**config.mk**
```make
export PLATFORM = sky130hd
export DESIGN_NAME = lowvolt_reset_flag_top
export DESIGN_NICKNAME = d
export VERILOG_FILES = /design/src/pkg/lowvolt_reset_flag_pkg.sv /design/src/core/lowvolt_reset_flag_top.sv
export VERILOG_INCLUDE_DIRS = /design/src /design/src/pkg
export SDC_FILE = /design/constraint.sdc
export NUM_CORES = 1
export LEC_CHECK = 0
export ABC_AREA = 1
export ABC_CLOCK_PERIOD_IN_PS = 1500
export BUFFER_PORTS_ARGS = -buffer_cell sky130_fd_sc_hd__buf_2
export CORE_MARGIN = 4
export CORE_UTILIZATION = 42
export CTS_BUF_LIST = sky130_fd_sc_hd__clkbuf_2 sky130_fd_sc_hd__clkbuf_4 sky130_fd_sc_hd__clkbuf_8
export DETAILED_ROUTE_END_ITERATION = 8
export HOLD_SLACK_MARGIN = 0.03
export PLACE_DENSITY = 0.7
export RECOVER_POWER = 25
export SKIP_CTS_REPAIR_TIMING = 1
export SLEW_MARGIN = 20
export SYNTH_ARGS = -nofsm -noshare
export SYNTH_HDL_FRONTEND = slang
export SYNTH_SLANG_ARGS = --single-unit
```
**constraint.sdc**
```tcl
create_clock -name clk -period 1.5 [get_ports clk]
set_clock_uncertainty 0.15 [all_clocks]
set_input_delay 0.075 -clock clk [delete_from_list [all_inputs] [get_ports clk]]
set_output_delay 0.075 -clock clk [all_outputs]
set_load 0.03 [all_outputs]
```
**src/pkg/lowvolt_reset_flag_defines.svh**
```systemverilog
// lowvolt_reset_flag_defines.svh: offsets, field positions, reset values and timing counts
// assumes: included by the package and the core, 10 MHz system clock
`ifndef LOWVOLT_RESET_FLAG_DEFINES_SVH
`define LOWVOLT_RESET_FLAG_DEFINES_SVH

`define LOWVOLT_RESET_FLAG_ADDR_W          8
`define LOWVOLT_RESET_FLAG_OFF_THRESH      8'h00
`define LOWVOLT_RESET_FLAG_OFF_FILTER      8'h04
`define LOWVOLT_RESET_FLAG_OFF_FLAGS       8'h08
`define LOWVOLT_RESET_FLAG_OFF_WDT_KEY     8'h0C
`define LOWVOLT_RESET_FLAG_OFF_FLASH_CTL1  8'h10
`define LOWVOLT_RESET_FLAG_OFF_TO_PD       8'h14
`define LOWVOLT_RESET_FLAG_OFF_IRQ_STAT    8'h18
`define LOWVOLT_RESET_FLAG_OFF_IRQ_MASK    8'h1C

`define LOWVOLT_RESET_FLAG_CODE_1V70       8'b0110_0110
`define LOWVOLT_RESET_FLAG_CODE_1V90       8'b0101_0101
`define LOWVOLT_RESET_FLAG_CODE_2V55       8'b0011_0011
`define LOWVOLT_RESET_FLAG_CODE_3V15       8'b1001_1001
`define LOWVOLT_RESET_FLAG_CODE_3V80       8'b1010_1010
`define LOWVOLT_RESET_FLAG_CODE_OFF        8'b1111_0000
`define LOWVOLT_RESET_FLAG_THRESH_POR      8'h99
`define LOWVOLT_RESET_FLAG_FILTER_POR      2'b01

`define LOWVOLT_RESET_FLAG_WKEY_DISABLE    5'b1_0101
`define LOWVOLT_RESET_FLAG_WKEY_ENABLE     5'b0_1010
`define LOWVOLT_RESET_FLAG_WKEY_POR        5'b0_1010
`define LOWVOLT_RESET_FLAG_FLASH_KEY       8'h55

`define LOWVOLT_RESET_FLAG_BIT_LOWVOLT_RESET_FLAG        2
`define LOWVOLT_RESET_FLAG_BIT_LRF         1
`define LOWVOLT_RESET_FLAG_BIT_WRF         0
`define LOWVOLT_RESET_FLAG_BIT_TO          1
`define LOWVOLT_RESET_FLAG_BIT_PDF         0

// irq status bit positions
`define LOWVOLT_RESET_FLAG_IRQ_LOWVOLT     0
`define LOWVOLT_RESET_FLAG_IRQ_CODE        1
`define LOWVOLT_RESET_FLAG_IRQ_WKEY        2
`define LOWVOLT_RESET_FLAG_IRQ_FLASH       3
`define LOWVOLT_RESET_FLAG_IRQ_WDT         4
`define LOWVOLT_RESET_FLAG_IRQ_W           5

// filter lengths in slow oscillator periods
`define LOWVOLT_RESET_FLAG_FILT_N0         8
`define LOWVOLT_RESET_FLAG_FILT_N1         32
`define LOWVOLT_RESET_FLAG_FILT_N2         64
`define LOWVOLT_RESET_FLAG_FILT_N3         128

`define LOWVOLT_RESET_FLAG_CLK_NS          100
`define LOWVOLT_RESET_FLAG_SRESET_NS       1600
`define LOWVOLT_RESET_FLAG_SRESET_CYC      ((`LOWVOLT_RESET_FLAG_SRESET_NS + `LOWVOLT_RESET_FLAG_CLK_NS - 1) / `LOWVOLT_RESET_FLAG_CLK_NS)
`define LOWVOLT_RESET_FLAG_RST_HOLD_CYC    4

`endif

```
**src/pkg/lowvolt_reset_flag_pkg.sv**
```systemverilog
// lowvolt_reset_flag_pkg: types shared by the reset and flag block
// assumes: lowvolt_reset_flag_defines.svh on the include path
`include "lowvolt_reset_flag_defines.svh"
package lowvolt_reset_flag_pkg;

  typedef struct packed {
    logic [`LOWVOLT_RESET_FLAG_ADDR_W-1:0] addr;
    logic [7:0]              wdata;
    logic                    wr;
    logic                    rd;
  } lowvolt_reset_flag_bus_req_t;

  typedef enum logic [2:0] {
    LOWVOLT_RESET_FLAG_LVL_1V70 = 3'h0,
    LOWVOLT_RESET_FLAG_LVL_1V90 = 3'h1,
    LOWVOLT_RESET_FLAG_LVL_2V55 = 3'h2,
    LOWVOLT_RESET_FLAG_LVL_3V15 = 3'h3,
    LOWVOLT_RESET_FLAG_LVL_3V80 = 3'h4,
    LOWVOLT_RESET_FLAG_LVL_OFF  = 3'h7
  } lowvolt_reset_flag_level_t;

  typedef enum logic [1:0] {
    LOWVOLT_RESET_FLAG_RS_IDLE = 2'b01,
    LOWVOLT_RESET_FLAG_RS_HOLD = 2'b10
  } lowvolt_reset_flag_rst_state_t;

endpackage

```
**src/core/lowvolt_reset_flag_top.sv**
```systemverilog
// lowvolt_reset_flag_top: low-voltage reset control, reset-cause flags and chip reset merge
// assumes: one 10 MHz clock; slow oscillator and comparator arrive as async pins;
// sleep/idle state, watchdog time-out pulse come from logic on clk
// limitation: slow_osc_pin must stay several clk periods in each level, or ticks are lost
//
// Contract
// threshold code selects level or disable
// undefined code: full reset, field restored
// undefined code reset waits soft delay
// filtered low voltage resets, field kept
// filter field picks 8/32/64/128 periods
// filter register upper six bits read zero
// flag register upper five bits read zero
// low-voltage flag set by hardware, software clears
// code flag set on undefined code
// flash control key 55h resets chip
// normal watchdog time-out resets, sets timeout
// sleep time-out clears pc/sp, sets both flags
// power-on clears flags, low-voltage keeps them
// power-on reset initialises core state
// watchdog-key flag set on bad key
// bad watchdog key resets after delay
// low-voltage reset suspended in sleep/idle
// filter counts low periods, restarts on recovery
// all requests merge into one reset
`timescale 1ns/1ps
`include "lowvolt_reset_flag_defines.svh"

module lowvolt_reset_flag_top
  import lowvolt_reset_flag_pkg::*;
#(
  parameter int SRESET_CYC = `LOWVOLT_RESET_FLAG_SRESET_CYC,
  parameter int HOLD_CYC   = `LOWVOLT_RESET_FLAG_RST_HOLD_CYC
) (
  input  wire logic          clk,
  input  wire logic          sys_rst,
  input  wire lowvolt_reset_flag_bus_req_t bus_req,
  output logic [7:0]         rdata_ff,
  input  wire logic          slow_osc_pin,
  input  wire logic          supply_low_pin,
  input  wire logic          sleep_idle,
  input  wire logic          wdt_timeout,
  output lowvolt_reset_flag_level_t        lvr_level_ff,
  output logic               wdt_enable_ff,
  output logic               chip_rst_ff,
  output logic               pc_sp_clr_ff,
  output logic               timeout_flag_ff,
  output logic               powerdown_flag_ff,
  output logic               irq_ff
);

  function automatic logic code_defined(input logic [7:0] c);
    code_defined = (c == `LOWVOLT_RESET_FLAG_CODE_1V70) || (c == `LOWVOLT_RESET_FLAG_CODE_1V90) || (c == `LOWVOLT_RESET_FLAG_CODE_2V55) ||
                   (c == `LOWVOLT_RESET_FLAG_CODE_3V15) || (c == `LOWVOLT_RESET_FLAG_CODE_3V80) || (c == `LOWVOLT_RESET_FLAG_CODE_OFF);
  endfunction

  function automatic logic hit(input logic [`LOWVOLT_RESET_FLAG_ADDR_W-1:0] a, input logic [`LOWVOLT_RESET_FLAG_ADDR_W-1:0] off);
    hit = (a == off);
  endfunction

  function automatic logic delay_over(input logic [15:0] cnt);
    delay_over = (cnt == 16'(SRESET_CYC - 1));
  endfunction

  // a set in the same cycle as a clearing write wins, so no event is lost
  function automatic logic sticky_next(input logic set, input logic cur, input logic wr_en, input logic wr_bit);
    sticky_next = set || (cur && !(wr_en && !wr_bit));
  endfunction

  logic [7:0]            thresh_ff;
  logic [1:0]            filter_ff;
  logic [2:0]            flags_ff;
  logic [4:0]            wkey_ff;
  logic [`LOWVOLT_RESET_FLAG_IRQ_W-1:0] irq_stat_ff;
  logic [`LOWVOLT_RESET_FLAG_IRQ_W-1:0] irq_mask_ff;
  logic [1:0]            osc_sync_ff;
  logic                  osc_prev_ff;
  logic [1:0]            low_sync_ff;
  logic [7:0]            filt_cnt_ff;
  logic                  code_pend_ff;
  logic                  wkey_pend_ff;
  logic [15:0]           code_cnt_ff;
  logic [15:0]           wkey_cnt_ff;
  logic [7:0]            hold_cnt_ff;
  lowvolt_reset_flag_rst_state_t       rst_state_ff;

  logic                  wr_thresh;
  logic                  wr_filter;
  logic                  wr_flags;
  logic                  wr_wkey;
  logic                  wr_flash;
  logic                  wr_istat;
  logic                  wr_imask;
  logic                  osc_tick;
  logic                  lvr_armed;
  logic [7:0]            filt_len;
  logic                  lowvolt_trip;
  logic                  code_bad;
  logic                  wkey_bad;
  logic                  code_done;
  logic                  wkey_done;
  logic                  dly_done;
  logic                  full_rst;
  logic                  flash_trip;
  logic                  wdt_norm;
  logic                  wdt_sleep;
  logic                  rst_req;
  logic [`LOWVOLT_RESET_FLAG_IRQ_W-1:0] irq_ev;

  assign wr_thresh = bus_req.wr && hit(bus_req.addr, `LOWVOLT_RESET_FLAG_OFF_THRESH);
  assign wr_filter = bus_req.wr && hit(bus_req.addr, `LOWVOLT_RESET_FLAG_OFF_FILTER);
  assign wr_flags  = bus_req.wr && hit(bus_req.addr, `LOWVOLT_RESET_FLAG_OFF_FLAGS);
  assign wr_wkey   = bus_req.wr && hit(bus_req.addr, `LOWVOLT_RESET_FLAG_OFF_WDT_KEY);
  assign wr_flash  = bus_req.wr && hit(bus_req.addr, `LOWVOLT_RESET_FLAG_OFF_FLASH_CTL1);
  assign wr_istat  = bus_req.wr && hit(bus_req.addr, `LOWVOLT_RESET_FLAG_OFF_IRQ_STAT);
  assign wr_imask  = bus_req.wr && hit(bus_req.addr, `LOWVOLT_RESET_FLAG_OFF_IRQ_MASK);

  ////////////////////////////////////////////////////////////////////////////
  // pin synchronisers and slow oscillator period tick

  always_ff @(posedge clk) begin
    if (sys_rst) begin
      osc_sync_ff <= 2'b00;
      osc_prev_ff <= 1'b0;
      low_sync_ff <= 2'b00;
    end else begin
      osc_sync_ff <= {osc_sync_ff[0], slow_osc_pin};
      osc_prev_ff <= osc_sync_ff[1];
      low_sync_ff <= {low_sync_ff[0], supply_low_pin};
    end
  end

  assign osc_tick = osc_sync_ff[1] && !osc_prev_ff;

  ////////////////////////////////////////////////////////////////////////////
  // level decode and low-voltage filter

  always_ff @(posedge clk) begin
    if (sys_rst) begin
      lvr_level_ff <= LOWVOLT_RESET_FLAG_LVL_3V15;
    end else begin
      unique case (thresh_ff)
        `LOWVOLT_RESET_FLAG_CODE_1V70: lvr_level_ff <= LOWVOLT_RESET_FLAG_LVL_1V70;
        `LOWVOLT_RESET_FLAG_CODE_1V90: lvr_level_ff <= LOWVOLT_RESET_FLAG_LVL_1V90;
        `LOWVOLT_RESET_FLAG_CODE_2V55: lvr_level_ff <= LOWVOLT_RESET_FLAG_LVL_2V55;
        `LOWVOLT_RESET_FLAG_CODE_3V15: lvr_level_ff <= LOWVOLT_RESET_FLAG_LVL_3V15;
        `LOWVOLT_RESET_FLAG_CODE_3V80: lvr_level_ff <= LOWVOLT_RESET_FLAG_LVL_3V80;
        default:         lvr_level_ff <= LOWVOLT_RESET_FLAG_LVL_OFF;
      endcase
    end
  end

  // undefined codes arm nothing here; their own reset path takes over
  assign lvr_armed = code_defined(thresh_ff) && (thresh_ff != `LOWVOLT_RESET_FLAG_CODE_OFF) && !sleep_idle;

  always_comb begin
    unique case (filter_ff)
      2'b00:   filt_len = 8'(`LOWVOLT_RESET_FLAG_FILT_N0);
      2'b01:   filt_len = 8'(`LOWVOLT_RESET_FLAG_FILT_N1);
      2'b10:   filt_len = 8'(`LOWVOLT_RESET_FLAG_FILT_N2);
      default: filt_len = 8'(`LOWVOLT_RESET_FLAG_FILT_N3);
    endcase
  end

  // the first tick lands anywhere in a period, hence the one-period spread
  assign lowvolt_trip = lvr_armed && low_sync_ff[1] && osc_tick && (filt_cnt_ff == filt_len - 8'd1);

  always_ff @(posedge clk) begin
    if (sys_rst) begin
      filt_cnt_ff <= 8'h00;
    end else if (!lvr_armed || !low_sync_ff[1] || lowvolt_trip) begin
      filt_cnt_ff <= 8'h00;
    end else if (osc_tick) begin
      filt_cnt_ff <= filt_cnt_ff + 8'd1;
    end
  end

  ////////////////////////////////////////////////////////////////////////////
  // soft reset delay for bad threshold code and bad watchdog key
  // one timer per source: the first delay to end resets the chip and voids a fault still pending on the other timer

  assign code_bad  = !code_defined(thresh_ff);
  assign wkey_bad  = (wkey_ff != `LOWVOLT_RESET_FLAG_WKEY_ENABLE) && (wkey_ff != `LOWVOLT_RESET_FLAG_WKEY_DISABLE);
  assign code_done = code_pend_ff && delay_over(code_cnt_ff);
  assign wkey_done = wkey_pend_ff && delay_over(wkey_cnt_ff);
  assign dly_done  = code_done || wkey_done;

  // any full reset other than low voltage reloads both fields, so a fault still pending is void
  always_ff @(posedge clk) begin
    if (sys_rst || full_rst) begin
      code_pend_ff <= 1'b0;
      code_cnt_ff  <= 16'h0000;
    end else begin
      if (code_bad) begin
        code_pend_ff <= 1'b1;
      end
      if (code_pend_ff) begin
        code_cnt_ff <= code_cnt_ff + 16'd1;
      end
    end
  end

  always_ff @(posedge clk) begin
    if (sys_rst || full_rst) begin
      wkey_pend_ff <= 1'b0;
      wkey_cnt_ff  <= 16'h0000;
    end else begin
      if (wkey_bad) begin
        wkey_pend_ff <= 1'b1;
      end
      if (wkey_pend_ff) begin
        wkey_cnt_ff <= wkey_cnt_ff + 16'd1;
      end
    end
  end

  assign flash_trip = wr_flash && (bus_req.wdata == `LOWVOLT_RESET_FLAG_FLASH_KEY);
  assign wdt_norm   = wdt_timeout && !sleep_idle;
  assign wdt_sleep  = wdt_timeout && sleep_idle;
  assign rst_req    = lowvolt_trip || dly_done || flash_trip || wdt_norm;
  // full resets other than the filtered low-voltage one
  assign full_rst   = dly_done || flash_trip || wdt_norm;

  ////////////////////////////////////////////////////////////////////////////
  // software registers

  always_ff @(posedge clk) begin
    if (sys_rst) begin
      thresh_ff <= `LOWVOLT_RESET_FLAG_THRESH_POR;
      wkey_ff   <= `LOWVOLT_RESET_FLAG_WKEY_POR;
    end else if (full_rst) begin
      // full resets other than low voltage reload both fields
      thresh_ff <= `LOWVOLT_RESET_FLAG_THRESH_POR;
      wkey_ff   <= `LOWVOLT_RESET_FLAG_WKEY_POR;
    end else if (!lowvolt_trip) begin
      if (wr_thresh) begin
        thresh_ff <= bus_req.wdata;
      end
      if (wr_wkey) begin
        wkey_ff <= bus_req.wdata[7:3];
      end
    end
  end

  always_ff @(posedge clk) begin
    if (sys_rst) begin
      filter_ff <= `LOWVOLT_RESET_FLAG_FILTER_POR;
    end else if (wr_filter) begin
      filter_ff <= bus_req.wdata[1:0];
    end
  end

  // writing zero clears a flag; a same-cycle set wins
  always_ff @(posedge clk) begin
    if (sys_rst) begin
      flags_ff <= 3'b000;
    end else begin
      flags_ff[`LOWVOLT_RESET_FLAG_BIT_LOWVOLT_RESET_FLAG] <= sticky_next(lowvolt_trip, flags_ff[`LOWVOLT_RESET_FLAG_BIT_LOWVOLT_RESET_FLAG], wr_flags,
                                              bus_req.wdata[`LOWVOLT_RESET_FLAG_BIT_LOWVOLT_RESET_FLAG]);
      flags_ff[`LOWVOLT_RESET_FLAG_BIT_LRF]  <= sticky_next(code_bad, flags_ff[`LOWVOLT_RESET_FLAG_BIT_LRF], wr_flags,
                                              bus_req.wdata[`LOWVOLT_RESET_FLAG_BIT_LRF]);
      flags_ff[`LOWVOLT_RESET_FLAG_BIT_WRF]  <= sticky_next(wkey_bad, flags_ff[`LOWVOLT_RESET_FLAG_BIT_WRF], wr_flags,
                                              bus_req.wdata[`LOWVOLT_RESET_FLAG_BIT_WRF]);
    end
  end

  always_ff @(posedge clk) begin
    if (sys_rst) begin
      timeout_flag_ff   <= 1'b0;
      powerdown_flag_ff <= 1'b0;
    end else if (wdt_sleep) begin
      timeout_flag_ff   <= 1'b1;
      powerdown_flag_ff <= 1'b1;
    end else if (wdt_norm) begin
      timeout_flag_ff   <= 1'b1;
    end
  end

  always_ff @(posedge clk) begin
    if (sys_rst) begin
      wdt_enable_ff <= 1'b1;
    end else begin
      wdt_enable_ff <= (wkey_ff != `LOWVOLT_RESET_FLAG_WKEY_DISABLE);
    end
  end

  ////////////////////////////////////////////////////////////////////////////
  // interrupt status and mask

  assign irq_ev = {wdt_timeout, flash_trip, wkey_done, code_done, lowvolt_trip};

  always_ff @(posedge clk) begin
    if (sys_rst) begin
      irq_stat_ff <= '0;
    end else if (wr_istat) begin
      irq_stat_ff <= irq_ev | (irq_stat_ff & ~bus_req.wdata[`LOWVOLT_RESET_FLAG_IRQ_W-1:0]);
    end else begin
      irq_stat_ff <= irq_ev | irq_stat_ff;
    end
  end

  always_ff @(posedge clk) begin
    if (sys_rst) begin
      irq_mask_ff <= '0;
    end else if (wr_imask) begin
      irq_mask_ff <= bus_req.wdata[`LOWVOLT_RESET_FLAG_IRQ_W-1:0];
    end
  end

  always_ff @(posedge clk) begin
    if (sys_rst) begin
      irq_ff <= 1'b0;
    end else begin
      irq_ff <= |(irq_stat_ff & irq_mask_ff);
    end
  end

  ////////////////////////////////////////////////////////////////////////////
  // read port, data one cycle after the strobe

  always_ff @(posedge clk) begin
    if (sys_rst || !bus_req.rd) begin
      rdata_ff <= 8'h00;
    end else begin
      unique case (bus_req.addr)
        `LOWVOLT_RESET_FLAG_OFF_THRESH:     rdata_ff <= thresh_ff;
        `LOWVOLT_RESET_FLAG_OFF_FILTER:     rdata_ff <= {6'b00_0000, filter_ff};
        `LOWVOLT_RESET_FLAG_OFF_FLAGS:      rdata_ff <= {5'b0_0000, flags_ff};
        `LOWVOLT_RESET_FLAG_OFF_WDT_KEY:    rdata_ff <= {wkey_ff, 3'b000};
        `LOWVOLT_RESET_FLAG_OFF_FLASH_CTL1: rdata_ff <= 8'h00; // key register is write-only
        `LOWVOLT_RESET_FLAG_OFF_TO_PD:      rdata_ff <= {6'b00_0000, timeout_flag_ff, powerdown_flag_ff};
        `LOWVOLT_RESET_FLAG_OFF_IRQ_STAT:   rdata_ff <= {3'b000, irq_stat_ff};
        `LOWVOLT_RESET_FLAG_OFF_IRQ_MASK:   rdata_ff <= {3'b000, irq_mask_ff};
        default:              rdata_ff <= 8'h00;
      endcase
    end
  end

  ////////////////////////////////////////////////////////////////////////////
  // merged chip reset: held a fixed number of cycles, released on clk
  // a request during the hold restarts the count, so the release is always clean

  always_ff @(posedge clk) begin
    if (sys_rst) begin
      rst_state_ff <= LOWVOLT_RESET_FLAG_RS_HOLD;
      hold_cnt_ff  <= 8'h00;
      chip_rst_ff  <= 1'b1;
    end else begin
      unique case (rst_state_ff)
        LOWVOLT_RESET_FLAG_RS_IDLE: begin
          chip_rst_ff <= rst_req;
          hold_cnt_ff <= 8'h00;
          if (rst_req) begin
            rst_state_ff <= LOWVOLT_RESET_FLAG_RS_HOLD;
          end
        end
        LOWVOLT_RESET_FLAG_RS_HOLD: begin
          hold_cnt_ff <= rst_req ? 8'h00 : hold_cnt_ff + 8'd1;
          if (!rst_req && hold_cnt_ff == 8'(HOLD_CYC - 1)) begin
            chip_rst_ff  <= 1'b0;
            rst_state_ff <= LOWVOLT_RESET_FLAG_RS_IDLE;
          end else begin
            chip_rst_ff <= 1'b1;
          end
        end
      endcase
    end
  end

  // sleep time-out touches only pc/sp, the two flags and the WDT irq status bit, never the chip reset
  always_ff @(posedge clk) begin
    if (sys_rst) begin
      pc_sp_clr_ff <= 1'b0;
    end else begin
      pc_sp_clr_ff <= wdt_sleep;
    end
  end

endmodule // lowvolt_reset_flag_top

```
==> results of run 1 <==
registers in the layout, summed over array words and instances, names as in the netlist, 2 cells and up:
name / count
wkey_cnt_ff: 16
lvr_level_ff: 3
rst_state_ff: 2
hold_cnt_ff: 8
low_sync_ff: 2
thresh_ff: 8
filt_cnt_ff: 8
rdata_ff: 8
wkey_ff: 5
filter_ff: 2
flags_ff: 3
irq_stat_ff: 5
code_cnt_ff: 16
osc_sync_ff: 2
irq_mask_ff: 5
cell families (layout without fill, tap and decap cells):
| group | Yosys count | after routing | synth area share, % |
|---|---|---|---|
| fa+ha+maj | 4 | 4 | 1.05 |
| simple gates | 359 | 359 | 36.4 |
| compound gates | 58 | 58 | 6.85 |
| mux | 1 | 1 | 0.235 |
| buf+inv | 95 | 265 | 8.26 |
| flops | 102 | 102 | 42.7 |
| xor+xnor | 25 | 25 | 4.57 |
tightest hold or removal path, cell delays in order:
cell	delay, ps
buf_2	110
nand4_1	80
nor2_1	40
nand2_1	110
a21oi_1	90
cell usage after synthesis, drive strengths merged, types with 5 or more instances:
cell      n
o21ai    16
a21oi    29
a211oi    5
nand4    28
inv      81
nor2    116
nand3    36
xor2     17
nand2   143
buf      11
xnor2     8
dfxtp   102
nor3     18
or2       8
power by group:
group | total (mW) | internal [mW] | switching [mW]
logic | 0.380 | 0.170 | 0.210
registers | 2.73 | 2.71 | 0.0139
clock network | 1.95 | 0.997 | 0.952
worst max path at each step:
| stage | cells past startpoint | slack, ps | end | from |
|---|---|---|---|---|
| 6_report | 9 | -220 | wkey_ff[1] | thresh_ff[1] |
| 5_1_grt | 10 | -320 | wkey_ff[2] | thresh_ff[1] |
| 4_1_cts | 11 | -220 | wkey_ff[2] | thresh_ff[6] |
| 3_5_place_dp | 11 | -190 | wkey_ff[2] | thresh_ff[6] |
| 3_3_place_gp | 12 | -120 | wkey_ff[2] | thresh_ff[1] |
| 2_1_floorplan | 10 | -30 | thresh_ff[0] | wkey_cnt_ff[1] |
metal layers:
metal | track usage (%) | routed length [um] | vias up
li1 | - | - | 2403
met1 | 20.3 | 5120 | 2210
met2 | 30.8 | 6640 | 138
met3 | 4.58 | 675 | 21
met4 | 5.16 | 221 | 0
met5 | 0 | 0 | -
final cells by class:
class	instances	area [sq um]	share of cell area, %
Multi-Input combinational cell	447	2720	39.7
Sequential cell	102	2090	30.5
Timing Repair Buffer	167	1310	19.1
Inverter	82	318	4.64
Tap cell	140	175	2.56
Clock buffer	10	138	2.01
Clock inverter	6	93.8	1.37
stage by stage:
stage	setup slack [ps]	total power, mW
after floorplan	-26.5	2.95
after global placement	-120	3.07
after detailed placement	-193	3.07
after CTS	-225	5.02
after global routing	-316	5.24
final	-223	5.06
==> flow_summary.json, run 1 <==
{
  "fin_area_sq_um": 6850,
  "start_util_pct": 43.6,
  "drtAntennaViolNets": 0,
  "hold_start": "bus_req[4]",
  "crit_fanout": 6,
  "min_period_over_period_pct": 115,
  "grt_usage_pct": 17.3,
  "remaining_drc_errors": 0,
  "gp_congestion": 0.867,
  "finalCriticalPeriod_ps": 1720,
  "crit_buf_inv": 2,
  "synth_top_area_cell": "dfxtp_1",
  "reg2reg_depth": 9,
  "first_pass_iters": 9,
  "grt_pass1_wl_um": 18800,
  "die_area_sq_um": 13200,
  "grt_max_degree": 20,
  "crit_slowest_cell": "dfxtp_4",
  "hold_path_class": "input port to flip-flop",
  "power.density_nw_per_um2": 738,
  "synth_edf_count": 0,
  "maxSlewViolCount": 0,
  "root_buffer": "clkbuf_8",
  "clk_pin_slew_ps": 100,
  "coreArea_sq_um": 11000,
  "hold_slack_ps": 46.1,
  "rows": 38,
  "crit_path_cell_trace": "inv_4 > nand4_1 > o21ai_2 > nor2_4 > nand2_4 > buf_12 > nand3_4 > nand2_2 > nand3_2",
  "critPathLaunchType": "flip-flop",
  "hold_violations": 0,
  "vias_per_cell": 5.00,
  "finalNonFillerCells": 954,
  "worstPathRequired_ps": 1610,
  "synth.cell_area_sq_um": 4790,
  "max_slew_margin_pct": 70.9,
  "fin_util_pct": 62.4,
  "hold_depth": 5,
  "placed_area_sq_um": 5810,
  "num_vias": 4772,
  "r2r_setup_slack_ps": -220,
  "fmax_ghz": 0.581,
  "post-dp-hpwl_um": 8460,
  "slowest_delay_ps": 380,
  "die_h_um": 115,
  "drv_cap": 0,
  "outcome": "complete, but fails checks",
  "drtIter0Drc": 306,
  "grt_pass1_vias": 4402,
  "rr_startpoint": "thresh_ff[1]",
  "syn_nets": 672,
  "diodes": 0,
  "r2r-end": "wkey_ff[1]",
  "final_cell_mix": "nand2_1, buf_4, dfxtp_1",
  "synth_flop_cell": "dfxtp_1",
  "overflow": 0,
  "crit_family": "simple AND/OR/NAND/NOR gates",
  "avgSynthCellArea_sq_um": 7.43,
  "critical_path_arrival_ps": 1840,
  "whs_endpoint": "irq_stat_ff[3]",
  "numClockSinks": 102,
  "rsz0062_at_grt": "true",
  "fill_cells": 879,
  "synthToLayoutAreaGrowth_pct": 43.1,
  "synth_top_area_share_pct": 42.7,
  "synth_warnings": 0,
  "layout-drive-gt1-share_pct": 39.3,
  "dpl.cell_count": 895,
  "ys_types": 47,
  "cts_buffer_depth": 2,
  "setup_violations": 72,
  "cellLeakagePower_nw": 2.77,
  "yosysSeqAreaShare_pct": 42.7,
  "io_pins": 41,
  "portBuffers": 40,
  "ys_ff_latch": 102,
  "insertion_delay_ps": 370,
  "synth.area.top_cells": "dfxtp_1, nand2_1, nor2_1",
  "drt_wl_total_um": 12700,
  "worst_pin_slew_ps": 432,
  "grt_antenna_before_repair": 0,
  "end_kind": "flip-flop",
  "cts-buffers-inserted": 9,
  "worst_slack_ps": -223,
  "htreeDepth": 3,
  "cts_tree": "done",
  "wl_per_cell_um": 13.3,
  "die_w_um": 115,
  "nets": 837,
  "path_class": "flip-flop to flip-flop",
  "vdd_drop_max_v": 0.000521,
  "violations": "setup timing",
  "netlist_instances": 644,
  "async_flop_share_pct": 0,
  "setup_tns_ps": -8640,
  "final_common_cell": "nand2_1"
}
(Power assumes the default switching activity.)
==> run 2: changes to the inputs <==
- CAP_MARGIN: unset -> 10
- CORE_UTILIZATION: 42 -> 45
- PLACE_DENSITY: 0.7 -> 0.73
- RECOVER_POWER: 25 -> unset
==> run 2 against run 1 <==
  * The flow still finishes with violations (setup timing)
  * First-iteration DRC count is 33% lower
  * Die area is 6.2% lower
  * Global-route usage is 1.0 points higher
  * Cell area is 0.55% lower
  * Clock power is 10% lower
  * Critical path type unchanged
  * Critical endpoint is now thresh_ff[2]
  * Largest power group unchanged
==> flow_summary.json, run 2 (synthesized netlist as in run 1, its figures left out) <==
{
  "layout-drive-gt1-share_pct": 40.5,
  "max_slew_margin_pct": 76.6,
  "r2r-end": "thresh_ff[2]",
  "grt_usage_pct": 18.3,
  "setup_tns_ps": -8730,
  "pwr-share-seq_pct": 56.2,
  "fin_util_pct": 66.0,
  "gp_congestion": 0.853,
  "critical_path_arrival_ps": 1850,
  "violations": "setup timing",
  "pwr-share-comb_pct": 7.7,
  "fin_area_sq_um": 6810,
  "grt_antenna_before_repair": 0,
  "nets": 836,
  "end_kind": "flip-flop",
  "intPower_mw": 3.68,
  "drtAntennaViolNets": 0,
  "first_pass_iters": 5,
  "num_vias": 4769,
  "crit_fanout": 8,
  "die_w_um": 111,
  "outcome": "complete, but fails checks",
  "start_util_pct": 46.4,
  "vdd_drop_max_v": 0.000369,
  "clock_power_share_pct": 36.1,
  "hold_depth": 5,
  "path_class": "flip-flop to flip-flop",
  "io_pins": 41,
  "min_period_over_period_pct": 114,
  "placed_area_sq_um": 5820,
  "r2r_setup_slack_ps": -210,
  "rsz0062_at_grt": "true",
  "hold_start": "bus_req[4]",
  "wl_per_cell_um": 13.5,
  "remaining_drc_errors": 0,
  "worst_slack_ps": -208,
  "crit_slowest_cell": "dfxtp_2",
  "drtIter0Drc": 204,
  "numClockSinks": 102,
  "die_h_um": 111,
  "layout_top_registers": "code_cnt_ff (16), wkey_cnt_ff (16)",
  "vias_per_cell": 5.03,
  "setup_violations": 69,
  "cts_buffer_depth": 2,
  "worstPathRequired_ps": 1640,
  "fill_cells": 797,
  "crit_buf_inv": 2,
  "crit_top_cell": "nor2_1",
  "hold_path_class": "input port to flip-flop",
  "root_buffer": "clkbuf_8",
  "final_cell_mix": "nand2_1, buf_4, nor2_1",
  "cts_tree": "done",
  "synthToLayoutAreaGrowth_pct": 42.3,
  "hold_violations": 0,
  "drt_wl_total_um": 12800,
  "critPathLaunchType": "flip-flop",
  "maxSlewViolCount": 0,
  "grt_pass1_vias": 4411,
  "reg2reg_depth": 11,
  "rr_startpoint": "code_cnt_ff[0]",
  "portBuffers": 40,
  "overflow": 0,
  "power.switching_mw": 1.16,
  "final_common_cell": "nand2_1",
  "clk_pin_slew_ps": 90,
  "post-dp-hpwl_um": 8500,
  "coreArea_sq_um": 10300,
  "grt_pass1_wl_um": 19100,
  "whs_endpoint": "irq_stat_ff[3]",
  "cellLeakagePower_nw": 2.81,
  "grt_max_degree": 23,
  "die_area_sq_um": 12400,
  "cts-buffers-inserted": 9,
  "crit_family": "simple AND/OR/NAND/NOR gates",
  "finalCriticalPeriod_ps": 1710,
  "power.density_nw_per_um2": 711,
  "slowest_delay_ps": 350,
  "drv_cap": 0,
  "rows": 37,
  "crit_path_cell_trace": "ha_4 > nand3_2 > nor2_1 > nand3_1 > nand2_2 > nor2_8 > nand2_8 > buf_12 > clkinv_8 > nand2_1 > nor2_1",
  "diodes": 0,
  "fmax_ghz": 0.585,
  "netSwitchingFraction_pct": 24.0,
  "worst_pin_slew_ps": 349,
  "htreeDepth": 3,
  "insertion_delay_ps": 360
}
==> run 2: cell types whose count changed in the layout (fill, tap and decap cells not counted), sizes merged <==
| cell | previous run | this run |
|---|---|---|
| clkinv | 3 | 6 |
| dlygate4sd3 | 20 | 16 |
| clkbuf | 21 | 11 |
| inv | 82 | 80 |
| bufinv | 2 | 1 |
| buf | 136 | 148 |
==> run 2: worst min-delay path, stage by stage <==
cell and delay [ps]:
buf_2 110, nand4_1 80, nor2_1 40, nand2_1 100, a21oi_1 90
==> run 2: area by class of cell <==
class                   instances  area, sq um  share of cell area (%)
well taps                     136          170                    2.50
repair buffers                165         1280                    18.7
repair inverters                1         16.3                   0.239
clock inverters                 5         60.1                   0.882
multi-input cells             447         2720                    39.9
clock buffers                  10          138                    2.02
flip-flops and latches        102         2110                    31.0
inverters                      82          325                    4.78
==> run 2: worst max-delay path by stage <==
stage | start | to | cells past startpoint
after floorplan | wkey_cnt_ff[1] | thresh_ff[0] | 10
after global placement | thresh_ff[6] | wkey_ff[2] | 11
after detailed placement | thresh_ff[0] | hold_cnt_ff[5] | 10
after CTS | wkey_cnt_ff[1] | wkey_cnt_ff[0] | 9
after global routing | code_cnt_ff[0] | thresh_ff[2] | 11
final | code_cnt_ff[0] | thresh_ff[2] | 11
==> run 2: power groups by stage <==
| stage | Clock [mW] | Sequential (mW) | Combinational, mW |
|---|---|---|---|
| floorplan | 0 | 2.82 | 0.139 |
| global placement | 0 | 2.80 | 0.261 |
| detailed placement | 0 | 2.80 | 0.265 |
| CTS | 1.79 | 2.74 | 0.266 |
| global route | 1.91 | 2.72 | 0.403 |
| finish | 1.75 | 2.72 | 0.373 |
==> run 2: per-layer routing <==
metal,GRT usage [%],vias up,part of all wire [%],wire (um)
met5,0,-,0,0
met2,33.7,100,53,6810
met1,21.5,2260,41,5210
met3,3.77,18,4.1,526
li1,-,2391,-,-
met4,4.87,0,1.7,215
==> run 2: through the flow <==
step	cells	hold slack (ps)	setup WS (ps)	power (mW)
detailed placement	894	146	-162	3.07
global route	948	40.9	-314	5.04
global placement	894	137	-97.5	3.06
CTS	909	-241	-195	4.80
finish	948	37.1	-208	4.84
floorplan	644	32.0	-26.5	2.95
==> run 3: changes to the inputs <==
- ABC_AREA: 1 -> unset
- PLACE_DENSITY: 0.73 -> 0.74
==> run 3 against run 2 <==
  * Clock-buffer cell count rose by 1
  * Sequential cell count did not move
  * Area after synthesis is 6.1% lower
  * The run still ends with setup timing left
  * Critical path depth shrank 5
  * Synthesized cell count is 23% lower
  * Die area fell by 5.7%
  * Clock power rose by 10%
  * Combinational power up 17%
  * Via count fell by 6.1%
  * Hold slack improved by 22 ps
  * Routed wire length rose by 5.9%
  * Fmax shrank 17%
  * Largest cell class unchanged
==> flow_summary.json, run 3 <==
{
  "cts_buffer_depth": 2,
  "synth.area.top_cells": "dfxtp_1, nor2_1, mux2i_1",
  "layout_top_registers": "code_cnt_ff (16), wkey_cnt_ff (16)",
  "r2r-end": "filt_cnt_ff[3]",
  "final_cell_mix": "buf_4, dfxtp_1, nor2_1",
  "crit_path_start": "thresh_ff[5]",
  "die_w_um": 108,
  "endpoint": "filt_cnt_ff[3]",
  "netSwitchingFraction_pct": 23.2,
  "synth_top_family_by_area": "simple AND/OR/NAND/NOR gates",
  "power.switching_mw": 1.18,
  "outcome": "complete, but fails checks",
  "insertion_delay_ps": 370,
  "worst_pin_slew_ps": 489,
  "ys_types": 50,
  "fill_cells": 738,
  "start_util_pct": 46.2,
  "first_pass_iters": 5,
  "wl_per_cell_um": 16.5,
  "remaining_drc_errors": 0,
  "synth.cell_area_sq_um": 4500,
  "vias_per_cell": 5.46,
  "critPathLaunchType": "flip-flop",
  "cts-buffers-inserted": 9,
  "drtIter0Drc": 201,
  "yosysSeqAreaShare_pct": 45.4,
  "clock_power_share_pct": 37.7,
  "diodes": 0,
  "syn_nets": 524,
  "synth_edf_count": 0,
  "grt_usage_pct": 20.8,
  "synth_top_area_share_pct": 45.4,
  "synth-xor-area-share_pct": 8.18,
  "cp.depth": 6,
  "ys_ff_latch": 102,
  "gp_congestion": 0.932,
  "num_vias": 4479,
  "die_area_sq_um": 11700,
  "crit_family": "simple AND/OR/NAND/NOR gates",
  "post-dp-hpwl_um": 8870,
  "reg2reg_depth": 6,
  "cts_tree": "done",
  "crit_fanout": 8,
  "vdd_drop_max_v": 0.000525,
  "fmax_ghz": 0.483,
  "synthToLayoutAreaGrowth_pct": 51.0,
  "io_pins": 41,
  "worstPathRequired_ps": 1660,
  "hold_violations": 0,
  "synth_adder_area_share_pct": 1.11,
  "synth_warnings": 0,
  "min_period_over_period_pct": 138,
  "layout-drive-gt1-share_pct": 43.5,
  "path_class": "flip-flop to flip-flop",
  "overflow": 0,
  "drv_cap": 0,
  "violations": "setup timing",
  "synth_common_cells": "dfxtp_1, nor2_1, nand3_1",
  "rr_startpoint": "thresh_ff[5]",
  "critical_path_arrival_ps": 2230,
  "drtAntennaViolNets": 0,
  "rsz0062_at_grt": "true",
  "fin_area_sq_um": 6790,
  "synth.most_common_cell": "dfxtp_1",
  "yosys.area_share.simple_pct": 27.9,
  "pwr-share-comb_pct": 8.6,
  "power.total_mw": 5.11,
  "rows": 36,
  "grt_antenna_before_repair": 0,
  "grt_max_degree": 21,
  "dpl.cell_count": 774,
  "placed_area_sq_um": 5800,
  "cellLeakagePower_nw": 2.66,
  "pwr-share-seq_pct": 53.7,
  "hold_slack_ps": 58.9,
  "finalNonFillerCells": 821,
  "numClockSinks": 102,
  "power.density_nw_per_um2": 753,
  "coreArea_sq_um": 9730,
  "synth_mux_area_share_pct": 6.35,
  "crit_slowest_cell": "or4bb_4",
  "htreeDepth": 3,
  "synth_compound_area_share_pct": 8.04,
  "grt_pass1_wl_um": 19400,
  "synth_top_area_cell": "dfxtp_1",
  "worst_slack_ps": -569,
  "portBuffers": 40,
  "drt_wl_total_um": 13500,
  "intPower_mw": 3.92,
  "pre_cts_ws_ps": -626,
  "slowest_delay_ps": 570,
  "hold_path_class": "input port to flip-flop",
  "root_buffer": "clkbuf_8",
  "clk_pin_slew_ps": 100,
  "max_slew_margin_pct": 67.1,
  "finalCriticalPeriod_ps": 2070,
  "setup_violations": 80,
  "synth_flop_cell": "dfxtp_1",
  "end_kind": "flip-flop",
  "nets": 711,
  "crit_buf_inv": 1,
  "grt_pass1_vias": 4269,
  "die_h_um": 108,
  "async_flop_share_pct": 0,
  "maxSlewViolCount": 0,
  "final_common_cell": "buf_4",
  "r2r_setup_slack_ps": -570,
  "crit_path_cell_trace": "or4bb_4 > a22o_4 > a21oi_2 > nand3b_1 > buf_4 > nor2_1",
  "avgSynthCellArea_sq_um": 9.06,
  "netlist_instances": 496
}
-- run 3: logic make-up (layout without fill, tap and decap cells) --
kind of cell | Yosys count | after routing
AND/OR/NAND/NOR | 231 | 231
flip-flops | 102 | 102
AO/OA/AOI/OAI | 56 | 56
XOR/XNOR | 42 | 42
buffers and inverters | 33 | 225
multiplexers | 28 | 28
adder cells (fa/ha/maj) | 4 | 4
-- run 3: area by class of cell --
cell class / count / area [sq um] / area share (%)
multi-input combinational: 361 / 2740 / 40.4
clock inverter: 5 / 83.8 / 1.24
clock buffer: 11 / 139 / 2.05
inverter: 12 / 45.0 / 0.664
sequential: 102 / 2050 / 30.3
timing repair buffer: 197 / 1560 / 23.0
tap: 133 / 166 / 2.45
-- run 3: worst min-delay path by stage --
stage                    from         endpoint  slack, ps  cells after the start
4_1_cts        supply_low_pin   low_sync_ff[0]       -260                      2
5_1_grt            bus_req[1]     filter_ff[0]         60                      4
6_report           bus_req[1]     filter_ff[0]         60                      4
2_1_floorplan     wdt_timeout  timeout_flag_ff         40                      2
3_5_place_dp   supply_low_pin   low_sync_ff[0]        140                      2
3_3_place_gp     slow_osc_pin   osc_sync_ff[0]        130                      2
-- run 3: worst register-to-register path: cells and delay by family (launching register included) --
| family | cells | cell delay [ps] |
|---|---|---|
| AND/OR/NAND/NOR | 3 | 820 |
| AO/OA/AOI/OAI | 2 | 460 |
| flip-flops | 1 | 380 |
| buffers and inverters | 1 | 190 |
-- run 3: power groups by stage --
stage | sequential (mW) | combinational [mW] | clock (mW)
after floorplan | 2.81 | 0.141 | 0
after global placement | 2.80 | 0.312 | 0
after detailed placement | 2.80 | 0.318 | 0
after CTS | 2.74 | 0.320 | 1.96
after global routing | 2.74 | 0.464 | 2.08
final | 2.74 | 0.438 | 1.93
-- run 3: metal layers --
| layer | track usage [%] | wire, um |
|---|---|---|
| met1 | 24.0 | 5450 |
| met2 | 37.0 | 7040 |
| met3 | 5.31 | 613 |
| met4 | 7.57 | 410 |
| met5 | 0 | 0 |
-- run 3: per-stage QoR --
stage               setup TNS [ps]  utilization, %
floorplan                   -26790               -
global placement            -36240            59.6
detailed placement          -37400            59.6
CTS                         -27990            61.9
global route                -34590            69.8
finish                      -28880            69.8
